==> src/pkg/anp_pkg.sv <==
// constants for the partner page register set and its management frame engine
// assumes one 100 MHz device clock; the management clock arrives as a pin
package anp_pkg;

	// ******************************
	// register offsets
	// ******************************
	localparam logic [4:0] ANP_REG_PARTNER = 5'h05;
	localparam logic [4:0] ANP_REG_EXPAND = 5'h06;
	localparam logic [4:0] ANP_REG_NEXTPG = 5'h07;

	// ******************************
	// field positions
	// ******************************
	localparam int ANP_NP_BIT = 15;
	localparam int ANP_ACK_BIT = 14;
	localparam int ANP_MP_BIT = 13;
	localparam int ANP_COMPLY_ACKNOWLEDGE_BIT = 12;
	localparam int ANP_TOG_BIT = 11;
	localparam int ANP_EXP_PD_FAULT = 4;
	localparam int ANP_EXP_LP_NP = 3;
	localparam int ANP_EXP_NP_ABLE = 2;
	localparam int ANP_EXP_PAGE_RX = 1;
	localparam int ANP_EXP_LP_AN = 0;

	// ******************************
	// reset values and masks
	// ******************************
	localparam logic [15:0] ANP_BASE_RESET = 16'h0001;
	localparam logic [15:0] ANP_NEXT_RESET = 16'h0000;
	localparam logic [15:0] ANP_BASE_MASK = 16'he7ff;
	localparam logic ANP_NP_RESET = 1'h0;
	localparam logic ANP_MP_RESET = 1'h1;
	localparam logic ANP_COMPLY_ACKNOWLEDGE_RESET = 1'h0;
	localparam logic ANP_TOG_RESET = 1'h0;
	localparam logic [10:0] ANP_CODE_RESET = 11'h001;

	// ******************************
	// management frame
	// ******************************
	localparam logic [5:0] ANP_PREAMBLE_LEN = 6'h20;
	localparam logic [5:0] ANP_HDR_LAST = 6'h0c;
	localparam logic [5:0] ANP_TURN_LAST = 6'h01;
	localparam logic [5:0] ANP_DATA_LAST = 6'h0f;
	localparam logic [1:0] ANP_OP_READ = 2'h2;
	localparam logic [1:0] ANP_OP_WRITE = 2'h1;
	localparam int ANP_SYNC_WIDTH = 7;

	typedef enum logic [3:0] {
		ANP_ST_IDLE = 4'h1,
		ANP_ST_HDR = 4'h2,
		ANP_ST_TURN = 4'h4,
		ANP_ST_DATA = 4'h8
	} anp_state_e;

endpackage

==> src/hw/anp_lh_bit.sv <==
// latched-high status flag, cleared by a read strobe
// assumes set and clear come from logic on the same clock
`timescale 1ns/10ps
module anp_lh_bit (
	// clock and reset
	input wire logic i_ref_clk,
	input wire logic i_reset_n,
	// event and read clear
	input wire logic i_set,
	input wire logic i_clr,
	// flag
	output logic o_flag
);

	logic flag_q;
	logic flag_d;

	// set beats clear so an event during the read is not lost
	always_comb begin
		flag_d = i_set | (flag_q & ~i_clr);
	end

	always_ff @(posedge i_ref_clk or negedge i_reset_n) begin
		if (!i_reset_n) begin
			flag_q <= 1'h0;
		end else begin
			flag_q <= flag_d;
		end
	end

	assign o_flag = flag_q;

endmodule

==> src/hw/anp_regs.sv <==
// partner page, expansion and local next page registers behind the serial management pins
// assumes the negotiation engine drives its strobes on i_ref_clk and that the management
// clock runs well below one eighth of i_ref_clk, since it is oversampled through two flops
`timescale 1ns/10ps
module anp_regs (
	// clock and reset
	input wire logic i_ref_clk,
	input wire logic i_reset_n,
	// management pins
	input wire logic i_mdc,
	input wire logic i_mdio,
	output logic o_mdio,
	output logic o_mdio_oe,
	input wire logic [4:0] i_phy_addr,
	// negotiation engine
	input wire logic i_an_restart,
	input wire logic i_rx_word_valid,
	input wire logic [15:0] i_rx_word,
	input wire logic i_pd_multi_link,
	input wire logic i_partner_an_able,
	input wire logic i_tx_page_sent,
	// to the negotiation engine
	output logic [15:0] o_local_next_page,
	output logic o_page_received
);

	// ******************************
	// pin synchronisers
	// ******************************
	logic [anp_pkg::ANP_SYNC_WIDTH-1:0] pins_s;
	logic mdc_s;
	logic mdio_s;
	logic [4:0] phy_addr_s;

	anp_sync #(
		.WIDTH(anp_pkg::ANP_SYNC_WIDTH)
	) u_sync (
		.i_ref_clk(i_ref_clk),
		.i_reset_n(i_reset_n),
		.i_async({i_phy_addr, i_mdio, i_mdc}),
		.o_sync(pins_s)
	);

	assign mdc_s = pins_s[0];
	assign mdio_s = pins_s[1];
	assign phy_addr_s = pins_s[6:2];

	// ******************************
	// frame engine state
	// ******************************
	anp_pkg::anp_state_e state_q;
	anp_pkg::anp_state_e state_d;
	logic mdc_prev_q;
	logic [5:0] cnt_q;
	logic [5:0] cnt_d;
	logic [15:0] shift_q;
	logic [15:0] shift_d;
	logic [15:0] snap_q;
	logic [15:0] snap_d;
	logic [4:0] reg_q;
	logic [4:0] reg_d;
	logic rd_q;
	logic rd_d;
	logic wr_q;
	logic wr_d;
	logic mdio_q;
	logic mdio_d;
	logic oe_q;
	logic oe_d;
	logic mdc_rise;
	logic [12:0] hdr;
	logic hdr_hit;
	logic rd_strobe;
	logic wr_strobe;
	logic [15:0] wr_data;
	logic [15:0] rd_word;

	assign mdc_rise = mdc_s & ~mdc_prev_q;
	assign hdr = {shift_q[11:0], mdio_s};
	assign hdr_hit = hdr[12] && (hdr[9:5] == phy_addr_s)
		&& ((hdr[4:0] == anp_pkg::ANP_REG_PARTNER) || (hdr[4:0] == anp_pkg::ANP_REG_EXPAND)
		|| (hdr[4:0] == anp_pkg::ANP_REG_NEXTPG));
	assign wr_data = {shift_q[14:0], mdio_s};

	// ******************************
	// frame engine next state
	// ******************************
	// frames for other addresses are not answered so other register blocks may drive
	always_comb begin
		state_d = state_q;
		cnt_d = cnt_q;
		shift_d = shift_q;
		snap_d = snap_q;
		reg_d = reg_q;
		rd_d = rd_q;
		wr_d = wr_q;
		mdio_d = mdio_q;
		oe_d = oe_q;
		rd_strobe = 1'h0;
		wr_strobe = 1'h0;
		if (mdc_rise) begin
			unique case (state_q)
				anp_pkg::ANP_ST_IDLE: begin
					if (mdio_s) begin
						if (cnt_q != anp_pkg::ANP_PREAMBLE_LEN) begin
							cnt_d = cnt_q + 6'h01;
						end
					end else if (cnt_q == anp_pkg::ANP_PREAMBLE_LEN) begin
						state_d = anp_pkg::ANP_ST_HDR;
						cnt_d = 6'h00;
					end else begin
						cnt_d = 6'h00;
					end
				end
				anp_pkg::ANP_ST_HDR: begin
					shift_d = {shift_q[14:0], mdio_s};
					cnt_d = cnt_q + 6'h01;
					if (cnt_q == anp_pkg::ANP_HDR_LAST) begin
						cnt_d = 6'h00;
						reg_d = hdr[4:0];
						rd_d = hdr_hit && (hdr[11:10] == anp_pkg::ANP_OP_READ);
						wr_d = hdr_hit && (hdr[11:10] == anp_pkg::ANP_OP_WRITE);
						if (rd_d || wr_d) begin
							state_d = anp_pkg::ANP_ST_TURN;
						end else begin
							state_d = anp_pkg::ANP_ST_IDLE;
						end
						if (rd_d) begin
							snap_d = rd_word;
							rd_strobe = 1'h1;
						end
					end
				end
				anp_pkg::ANP_ST_TURN: begin
					cnt_d = cnt_q + 6'h01;
					if (rd_q) begin
						oe_d = 1'h1;
						mdio_d = 1'h0;
					end
					if (cnt_q == anp_pkg::ANP_TURN_LAST) begin
						state_d = anp_pkg::ANP_ST_DATA;
						cnt_d = 6'h00;
						if (rd_q) begin
							mdio_d = snap_q[15];
							snap_d = {snap_q[14:0], 1'h0};
						end
					end
				end
				anp_pkg::ANP_ST_DATA: begin
					shift_d = {shift_q[14:0], mdio_s};
					cnt_d = cnt_q + 6'h01;
					mdio_d = snap_q[15];
					snap_d = {snap_q[14:0], 1'h0};
					if (cnt_q == anp_pkg::ANP_DATA_LAST) begin
						wr_strobe = wr_q;
						state_d = anp_pkg::ANP_ST_IDLE;
						cnt_d = 6'h00;
						oe_d = 1'h0;
						mdio_d = 1'h0;
						rd_d = 1'h0;
						wr_d = 1'h0;
					end
				end
			endcase
		end
	end

	always_ff @(posedge i_ref_clk or negedge i_reset_n) begin
		if (!i_reset_n) begin
			state_q <= anp_pkg::ANP_ST_IDLE;
			mdc_prev_q <= 1'h0;
			cnt_q <= 6'h00;
			shift_q <= 16'h0000;
			snap_q <= 16'h0000;
			reg_q <= 5'h00;
			rd_q <= 1'h0;
			wr_q <= 1'h0;
			mdio_q <= 1'h0;
			oe_q <= 1'h0;
		end else begin
			state_q <= state_d;
			mdc_prev_q <= mdc_s;
			cnt_q <= cnt_d;
			shift_q <= shift_d;
			snap_q <= snap_d;
			reg_q <= reg_d;
			rd_q <= rd_d;
			wr_q <= wr_d;
			mdio_q <= mdio_d;
			oe_q <= oe_d;
		end
	end

	assign o_mdio = mdio_q;
	assign o_mdio_oe = oe_q;

	// ******************************
	// partner ability words
	// ******************************
	logic [15:0] base_q;
	logic [15:0] base_d;
	logic [15:0] next_q;
	logic [15:0] next_d;
	logic np_phase_q;
	logic np_phase_d;
	logic an_able_q;
	logic an_able_d;
	logic show_next_q;
	logic show_next_d;

	always_comb begin
		base_d = base_q;
		next_d = next_q;
		np_phase_d = np_phase_q;
		show_next_d = show_next_q;
		if (i_an_restart) begin
			np_phase_d = 1'h0;
		end
		if (i_rx_word_valid) begin
			if (np_phase_d) begin
				next_d = i_rx_word;
				show_next_d = 1'h1;
			end else begin
				base_d = i_rx_word;
				np_phase_d = 1'h1;
				// base form shown until a next page lands
				show_next_d = 1'h0;
			end
		end
		an_able_d = i_partner_an_able;
	end

	always_ff @(posedge i_ref_clk or negedge i_reset_n) begin
		if (!i_reset_n) begin
			base_q <= anp_pkg::ANP_BASE_RESET;
			next_q <= anp_pkg::ANP_NEXT_RESET;
			np_phase_q <= 1'h0;
			an_able_q <= 1'h0;
			show_next_q <= 1'h0;
		end else begin
			base_q <= base_d;
			next_q <= next_d;
			np_phase_q <= np_phase_d;
			an_able_q <= an_able_d;
			show_next_q <= show_next_d;
		end
	end

	// ******************************
	// latched expansion flags
	// ******************************
	logic exp_rd_clr;
	logic pd_fault;
	logic page_rx;

	assign exp_rd_clr = rd_strobe && (reg_d == anp_pkg::ANP_REG_EXPAND);

	anp_lh_bit u_pd_fault (
		.i_ref_clk(i_ref_clk),
		.i_reset_n(i_reset_n),
		.i_set(i_pd_multi_link),
		.i_clr(exp_rd_clr),
		.o_flag(pd_fault)
	);

	anp_lh_bit u_page_rx (
		.i_ref_clk(i_ref_clk),
		.i_reset_n(i_reset_n),
		.i_set(i_rx_word_valid),
		.i_clr(exp_rd_clr),
		.o_flag(page_rx)
	);

	assign o_page_received = page_rx;

	// ******************************
	// local next page word
	// ******************************
	logic np_q;
	logic np_d;
	logic mp_q;
	logic mp_d;
	logic comply_acknowledge_q;
	logic comply_acknowledge_d;
	logic tog_q;
	logic tog_d;
	logic [10:0] code_q;
	logic [10:0] code_d;

	always_comb begin
		np_d = np_q;
		mp_d = mp_q;
		comply_acknowledge_d = comply_acknowledge_q;
		tog_d = tog_q;
		code_d = code_q;
		if (wr_strobe && (reg_q == anp_pkg::ANP_REG_NEXTPG)) begin
			np_d = wr_data[anp_pkg::ANP_NP_BIT];
			mp_d = wr_data[anp_pkg::ANP_MP_BIT];
			comply_acknowledge_d = wr_data[anp_pkg::ANP_COMPLY_ACKNOWLEDGE_BIT];
			tog_d = wr_data[anp_pkg::ANP_TOG_BIT];
			code_d = wr_data[10:0];
		end
		if (i_tx_page_sent) begin
			tog_d = ~tog_q;
		end
	end

	always_ff @(posedge i_ref_clk or negedge i_reset_n) begin
		if (!i_reset_n) begin
			np_q <= anp_pkg::ANP_NP_RESET;
			mp_q <= anp_pkg::ANP_MP_RESET;
			comply_acknowledge_q <= anp_pkg::ANP_COMPLY_ACKNOWLEDGE_RESET;
			tog_q <= anp_pkg::ANP_TOG_RESET;
			code_q <= anp_pkg::ANP_CODE_RESET;
		end else begin
			np_q <= np_d;
			mp_q <= mp_d;
			comply_acknowledge_q <= comply_acknowledge_d;
			tog_q <= tog_d;
			code_q <= code_d;
		end
	end

	assign o_local_next_page = {np_q, 1'h0, mp_q, comply_acknowledge_q, tog_q, code_q};

	// ******************************
	// read data
	// ******************************
	always_comb begin
		rd_word = 16'h0000;
		if (hdr[4:0] == anp_pkg::ANP_REG_PARTNER) begin
			if (show_next_q) begin
				rd_word = next_q;
			end else begin
				rd_word = base_q & anp_pkg::ANP_BASE_MASK;
			end
		end else if (hdr[4:0] == anp_pkg::ANP_REG_EXPAND) begin
			rd_word[anp_pkg::ANP_EXP_NP_ABLE] = 1'h1;
			rd_word[anp_pkg::ANP_EXP_PD_FAULT] = pd_fault;
			rd_word[anp_pkg::ANP_EXP_LP_NP] = base_q[anp_pkg::ANP_NP_BIT];
			rd_word[anp_pkg::ANP_EXP_PAGE_RX] = page_rx;
			rd_word[anp_pkg::ANP_EXP_LP_AN] = an_able_q;
		end else if (hdr[4:0] == anp_pkg::ANP_REG_NEXTPG) begin
			rd_word = o_local_next_page;
		end
	end

endmodule

==> src/hw/anp_sync.sv <==
// two-flop synchroniser, one pair per bit
// assumes each bit is an independent level from outside the clock domain
`timescale 1ns/10ps
module anp_sync #(
	parameter int WIDTH = 1
) (
	// clock and reset
	input wire logic i_ref_clk,
	input wire logic i_reset_n,
	// asynchronous levels in, synchronised levels out
	input wire logic [WIDTH-1:0] i_async,
	output logic [WIDTH-1:0] o_sync
);

	genvar gi;
	generate
		for (gi = 0; gi < WIDTH; gi++) begin : g_bit
			logic meta_q;
			logic sync_q;
			// first flop feeds only the second
			always_ff @(posedge i_ref_clk or negedge i_reset_n) begin
				if (!i_reset_n) begin
					meta_q <= 1'h0;
					sync_q <= 1'h0;
				end else begin
					meta_q <= i_async[gi];
					sync_q <= meta_q;
				end
			end
			assign o_sync[gi] = sync_q;
		end
	endgenerate

endmodule

==> config.mk <==
export PLATFORM = sky130hd
export DESIGN_NAME = anp_regs
export DESIGN_NICKNAME = d
export VERILOG_FILES = /design/src/pkg/anp_pkg.sv /design/src/hw/anp_lh_bit.sv /design/src/hw/anp_regs.sv /design/src/hw/anp_sync.sv
export SDC_FILE = /design/constraint.sdc
export NUM_CORES = 1
export LEC_CHECK = 0
export ABC_AREA = 1
export BUFFER_PORTS_ARGS = -buffer_cell sky130_fd_sc_hd__buf_2
export CAP_MARGIN = 20
export CORE_MARGIN = 10
export CORE_UTILIZATION = 55
export CTS_CLUSTER_DIAMETER = 150
export CTS_CLUSTER_SIZE = 25
export DETAILED_ROUTE_END_ITERATION = 10
export PLACE_DENSITY = 0.75
export SYNTH_ARGS = -nofsm -noshare
export SYNTH_HDL_FRONTEND = slang
export SYNTH_SLANG_ARGS = --single-unit
==> constraint.sdc <==
create_clock -name i_ref_clk -period 3.2 [get_ports i_ref_clk]
set_clock_uncertainty 0.1 [all_clocks]
set_input_delay 0.64 -clock i_ref_clk [delete_from_list [all_inputs] [get_ports i_ref_clk]]
set_output_delay 0.64 -clock i_ref_clk [all_outputs]
set_load 0.05 [all_outputs]
==> results.md, run 1 <==
- Status: finished, final reports clean
- Initial Util: 0.558
- Detailed Place HPWL: 8800 microns
- Row cnt: 36
- Leak: 3.22 nW
- Worst Setup Start Kind: flop
- Setup TNS Final: 0 ns
- RSZ-0062 raised after global routing: no
- Reg2reg path depth: 7
- Final setup violation count: 0
- Die height: 119 microns
- Die area: 0.0142 sq mm
- CTS Root Cell: clkbuf_8
- Final instance count without filler cells: 853
- Vias: 4512
- Placer Congestion: 0.921
- CP required: 3.54 ns
- FF-to-FF setup slack: 1.04 ns
- Die W: 119 microns
- # placed instances: 821
- Relative slew slack: 0.440
- Diodes inserted: 0
- Total Power: 0.00439 W
- Worst path arrival time: 2.50 ns
- Post-synthesis register bit count: 115
- Crit path max fanout: 20
- First-pass GRT wire length: 21700 microns
- CTS tree: yes
- Cells after synthesis: 665
- CP Class: reg -> reg
- Inserted Clock Buffers: 17
- 1st-iter DRT viols: 306
- Post-CTS Hold Buffers: 0
- Ys Warns: 0
- Worst Tran Pin Value: 0.840 ns
- Initial DRT Pass Iterations: 5
- PortBufs: 47
- Final Hold Fails: 0
- Post-CTS sizing: 0
- Mapped cell area: 0.00540 sq mm
- Worst hold slack: 0.00266 ns
- Total Nets Final: 740
- Crit path from: state_q[1]
- Postcts setup bufs: 0
- # IOs: 49
- Tot GR Track Use: 0.187
- Reg clk slew, reported paths: 0.06 ns
- Area Growth Syn to Fin: 16.1%
- CTS Buffer Depth: 2
- Seq/Total Area, Yosys: 0.533
- CTS H-tree depth: 4
- Final ANT Viol Nets: 0
- Max-cap violations: 0
- Crit end category: flop
- Peak VDD IR: 0.000540 V
- Final wirelength: 12600 microns
- Pin count of the biggest net entering global routing: 75
- Initial antenna violation count: 0
- PwrDens: 700 mW/mm^2
- Fin crit share: 0.674
- Gr ovfl total: 0
- Syn Nets: 698
- Clock sinks: 115
- Worst skew pair latency: 0.53 ns
- Synth cell types: 34
- Max Transition Viols Final: 0
- Layout cells sized above 1: 0.165
- Syn Area/Cell: 8.13 sq um
- DRC: 0
- Hold Path Class: in -> async
- Worst r2r src: state_q[1]
- Vias/cell: 5.29
- Max Fclk: 0.463 GHz
- WL per Instance: 14.8 microns
- Tmin final: 2.16 ns
- Vias in the first global route: 4440
- Core ar.: 0.00968 sq mm
-- Yosys cell counts, drive strengths merged --
| master | n | area (sq um) |
|---|---|---|
| a21boi | 3 | 22.5 |
| a21oi | 22 | 110 |
| buf | 18 | 121 |
| clkbuf | 9 | 33.8 |
| conb | 1 | 3.75 |
| dfrtp | 111 | 2780 |
| dfstp | 4 | 105 |
| ha | 3 | 37.5 |
| inv | 63 | 236 |
| mux2 | 2 | 22.5 |
| nand2 | 245 | 937 |
| nand3 | 44 | 248 |
| nand3b | 1 | 7.51 |
| nand4 | 7 | 65.1 |
| nor2 | 41 | 205 |
| nor3 | 4 | 20.0 |
| o211ai | 2 | 15.0 |
| o21ai | 79 | 395 |
| o22ai | 3 | 18.8 |
| or2 | 2 | 12.5 |
| xor2 | 1 | 8.76 |
-- placed cells by master, fill, tap and decap left out, drive strengths merged, types with 3 or more instances in the layout --
| master | Yosys | layout |
|---|---|---|
| clkbuf | 9 | 17 |
| a21boi | 3 | 3 |
| dfstp | 4 | 4 |
| nor3 | 4 | 4 |
| nand4 | 7 | 7 |
| buf | 18 | 50 |
| o21ai | 79 | 79 |
| clkinvlp | 0 | 3 |
| dfrtp | 111 | 111 |
| nand3 | 44 | 44 |
| a21oi | 22 | 22 |
| ha | 3 | 3 |
| clkinv | 0 | 3 |
| nor2 | 41 | 41 |
| inv | 63 | 70 |
| nand2 | 245 | 245 |
| o22ai | 3 | 3 |
-- logic make-up (layout without fill, tap and decap cells) --
logic type                 Yosys count  in the layout  share of synthesized area
buffers and inverters               90            145                     0.0725
AOI/OAI and AO/OA                  109            109                      0.104
and+or+nand+nor                    344            344                      0.277
other                                1              1                   0.000694
xor gates and xnor gates             1              1                    0.00162
DFF                                115            115                      0.533
muxes                                2              2                    0.00417
adders and majority gates            3              3                    0.00695
-- how the worst max path moves through the flow --
stage,end,cells past startpoint,slack [ns]
finish,flop,7,1.04
CTS,flop,7,1.04
detailed placement,flop,6,1.04
global route,flop,7,0.83
floorplan,snap_q[15],10,1.52
global placement,flop,6,1.16
-- layout make-up --
cell class,count,area (sq um)
Inverter,63,236
Clock buffer,17,414
Clock inverter,15,170
Multi-Input combinational cell,460,2130
Sequential cell,115,2880
Tap cell,133,166
Fill cell,804,3410
Timing Repair Buffer,50,273
-- stage by stage --
stage | util | setup WS (ns) | cell area [sq um]
floorplan | - | 1.52 | 5400
global placement | 0.587 | 1.16 | 5690
detailed placement | 0.587 | 1.04 | 5690
CTS | 0.648 | 1.04 | 6270
global route | 0.648 | 0.829 | 6270
finish | 0.648 | 1.04 | 6270
-- state kept, by name (all words and copies together) (netlist names), 4 cells and up, named ones only --
register / count
next_q: 16
u_sync.g_bit.sync_q: 7
cnt_q: 6
state_q: 4
snap_q: 16
shift_q: 15
code_q: 11
u_sync.g_bit.meta_q: 7
reg_q: 5
base_q: 14
-- critical path: stages (launching register included) --
cell     delay [ns]
dfrtp_1        0.44
nor2_4         0.17
nand3_4        0.12
nand2_1        0.52
inv_2          0.28
nor3_1         0.28
nand2_1        0.07
o21ai_0        0.08
-- per-layer routing --
metal,GRT usage,wire [microns]
met1,0.237,5460
met2,0.302,6300
met3,0.0510,704
met4,0.0672,172
met5,0,0
-- power breakdown --
group          total (W)  internal (W)  switching [W]
clock            0.00184       0.00113       0.000719
combinational   0.000765      0.000243       0.000522
sequential       0.00178       0.00164       0.000144
No activity file was read; power rests on OpenSTA's default activity.
==> run 2: changes to the inputs <==
==> constraint.sdc (replaced) <==
create_clock -name i_ref_clk -period 2.3 [get_ports i_ref_clk]
set_clock_uncertainty 0.1 [all_clocks]
set_input_delay 0.46 -clock i_ref_clk [delete_from_list [all_inputs] [get_ports i_ref_clk]]
set_output_delay 0.46 -clock i_ref_clk [all_outputs]
set_load 0.05 [all_outputs]
==> results.md, run 2 (same netlist as run 1, synthesis figures left out) <==
- Diodes inserted: 0 (unchanged)
- Clock sinks: 115 (unchanged)
- Vias: 4632 (+2.7%)
- Placer Congestion: 0.921 (about the same)
- CTS Root Cell: clkbuf_8
- Max Fclk: 0.487 GHz (+5.0%)
- Final wirelength: 13200 microns (+4.4%)
- Cell Area, Placed: 0.00575 sq mm (+1.0%)
- Postcts setup bufs: 0 (unchanged)
- CP required: 2.64 ns (-0.90 ns)
- Regs by FF count: next_q x16, snap_q x16, shift_q x15
- CTS tree: yes
- Die height: 119 microns (unchanged)
- Leak: 3.31 nW (+2.8%)
- DRC: 0 (unchanged)
- Worst Tran Pin Value: 0.879 ns (+0.0388 ns)
- Fillers: 801 (-0.37%)
- Max Transition Viols Final: 0 (unchanged)
- Final ANT Viol Nets: 0 (unchanged)
- Area Growth Syn to Fin: 19.2%
- Vias in the first global route: 4640 (+4.5%)
- Total Nets Final: 755 (+2.0%)
- Initial Util: 0.558 (unchanged)
- CTS H-tree depth: 4 (unchanged)
- Switching Share: 0.291 (-0.0243)
- Die W: 119 microns (unchanged)
- Gr ovfl total: 0 (unchanged)
- Commonest non-fill, non-tap cell in the layout: nand2_1
- Core ar.: 0.00968 sq mm (unchanged)
- Crit end category: flop
- Clock share of power: 0.429 (+0.009)
- Crit path max fanout: 12 (-40%)
- Die area: 0.0142 sq mm (unchanged)
- Setup TNS Final: 0 ns (unchanged)
- Fin crit share: 0.893 (+0.219)
- Place WS: 0.262 ns (-0.781 ns)
- Sequential share of power: 0.393 (-0.013)
- Row cnt: 36 (unchanged)
- Total Power: 0.00627 W (+43%)
- RSZ-0062 raised after global routing: no
- Status: finished, final reports clean
- Relative slew slack: 0.414 (-0.0259)
- Layout cells sized above 1: 0.168 (+0.00230)
- Worst hold slack: 0.0417 ns (+0.0390 ns)
- Most frequent cells in the layout: nand2_1 (240), dfrtp_1 (111), o21ai_0 (63)
- Cell area after layout: 0.00644 sq mm (+2.7%)
- First-pass GRT wire length: 22500 microns (+3.7%)
- 1st-iter DRT viols: 439 (+43%)
- Reg clk slew, reported paths: 0.06 ns (about the same)
- Crit-path cells: inv_1 -> ha_1 -> nand2_1 -> nor2_1 -> a21oi_1 -> nand2_1 -> nand2_1 -> a21boi_1
- Initial antenna violation count: 0 (unchanged)
- Hold Path Class: in -> reg
- Slack of the critical path: 0.245 ns (-0.797 ns)
- Worst skew pair latency: 0.52 ns (about the same)
- Critical Path Most Common Cell: nand2_1
- PwrDens: 974 mW/mm^2 (+39%)
- Logic gate share of total power: 0.179 (+0.005)
- Worst path max stage delay: 0.70 ns (+0.18 ns)
- WL per Instance: 15.2 microns (+2.8%)
- PortBufs: 47 (unchanged)
- Sw power: 0.00183 W (+32%)
- Final setup violation count: 0 (unchanged)
- Tmin final: 2.05 ns (-0.103 ns)
- Critical path's slowest cell: a21oi_1
- Peak VDD IR: 0.000520 V (-3.6%)
- Initial DRT Pass Iterations: 7 (+2)
- Detailed Place HPWL: 8940 microns (+1.6%)
- CP Class: reg -> reg
- CTS Buffer Depth: 2 (unchanged)
- # IOs: 49 (unchanged)
- Pin count of the biggest net entering global routing: 37 (-51%)
- Inserted Clock Buffers: 17 (unchanged)
- Final Hold Fails: 0 (unchanged)
- Tot GR Track Use: 0.193 (+0.00615)
- Power Internal: 0.00445 W (+48%)
- Max-cap violations: 0 (unchanged)
- Worst path arrival time: 2.40 ns (-0.10 ns)
- Worst Setup Start Kind: flop
- Vias/cell: 5.34 (+1.0%)
## run 2: final cells by class
class | instances | area, sq um | share of cell area
Timing Repair Buffer | 65 | 420 | 0.0652
Sequential cell | 115 | 2880 | 0.447
Multi-Input combinational cell | 460 | 2130 | 0.331
Clock inverter | 10 | 156 | 0.0243
Tap cell | 133 | 166 | 0.0258
Inverter | 63 | 236 | 0.0367
Clock buffer | 21 | 449 | 0.0697
## run 2: metal layers
metal  track usage  vias to the layer above  share of wire
li1              -                     2235              -
met1         0.238                     2244           0.43
met2         0.314                      124           0.49
met3        0.0586                       29          0.056
met4        0.0740                        0          0.021
met5             0                        -              0
## run 2: power by group through the flow
stage / Clock, W / Combinational (W) / Sequential (W)
finish: 0.00269 / 0.00112 / 0.00246
global route: 0.00283 / 0.00128 / 0.00249
CTS: 0.00272 / 0.00112 / 0.00246
detailed placement: 0 / 0.00110 / 0.00249
global placement: 0 / 0.00105 / 0.00248
floorplan: 0 / 0.000821 / 0.00244
## run 2: path summary, 6_finish.rpt
path / start / end / cells past startpoint / slack (ns)
setup / recovery: cnt_q[0] / cnt_q[3] / 8 / 0.25
hold / removal: i_pd_multi_link / u_pd_fault.o_flag / 3 / 0.04
setup reg to reg: cnt_q[0] / cnt_q[3] / 8 / 0.25
hold reg to reg: u_sync.g_bit[3].meta_q / u_sync.g_bit[3].sync_q / 0 / 0.25
max in group asynchronous: i_reset_n / code_q[0] / 3 / 1.14
min in group asynchronous: i_reset_n / next_q[2] / 2 / 0.34
## run 2: metrics by stage
stage,std cells,util
3_3_place_gp,827,0.593
2_1_floorplan,665,-
3_5_place_dp,827,0.593
4_1_cts,867,0.665
6_report,867,0.665
5_1_grt,867,0.665
## run 2: repair_timing
item	4_1_cts	5_1_grt
hold endpoints to repair	35	0
endpoints found under the setup margin	0	2
gates resized for setup	0	1
hold buffers	9	0
## run 2: critical path: cells and delay by family, from the launching register on
family	cells	cell delay (ns)
buffers and inverters	1	0.10
AO/OA/AOI/OAI	2	0.85
adder cells (fa/ha/maj)	1	0.23
AND/OR/NAND/NOR	4	0.32
flip-flops	1	0.37
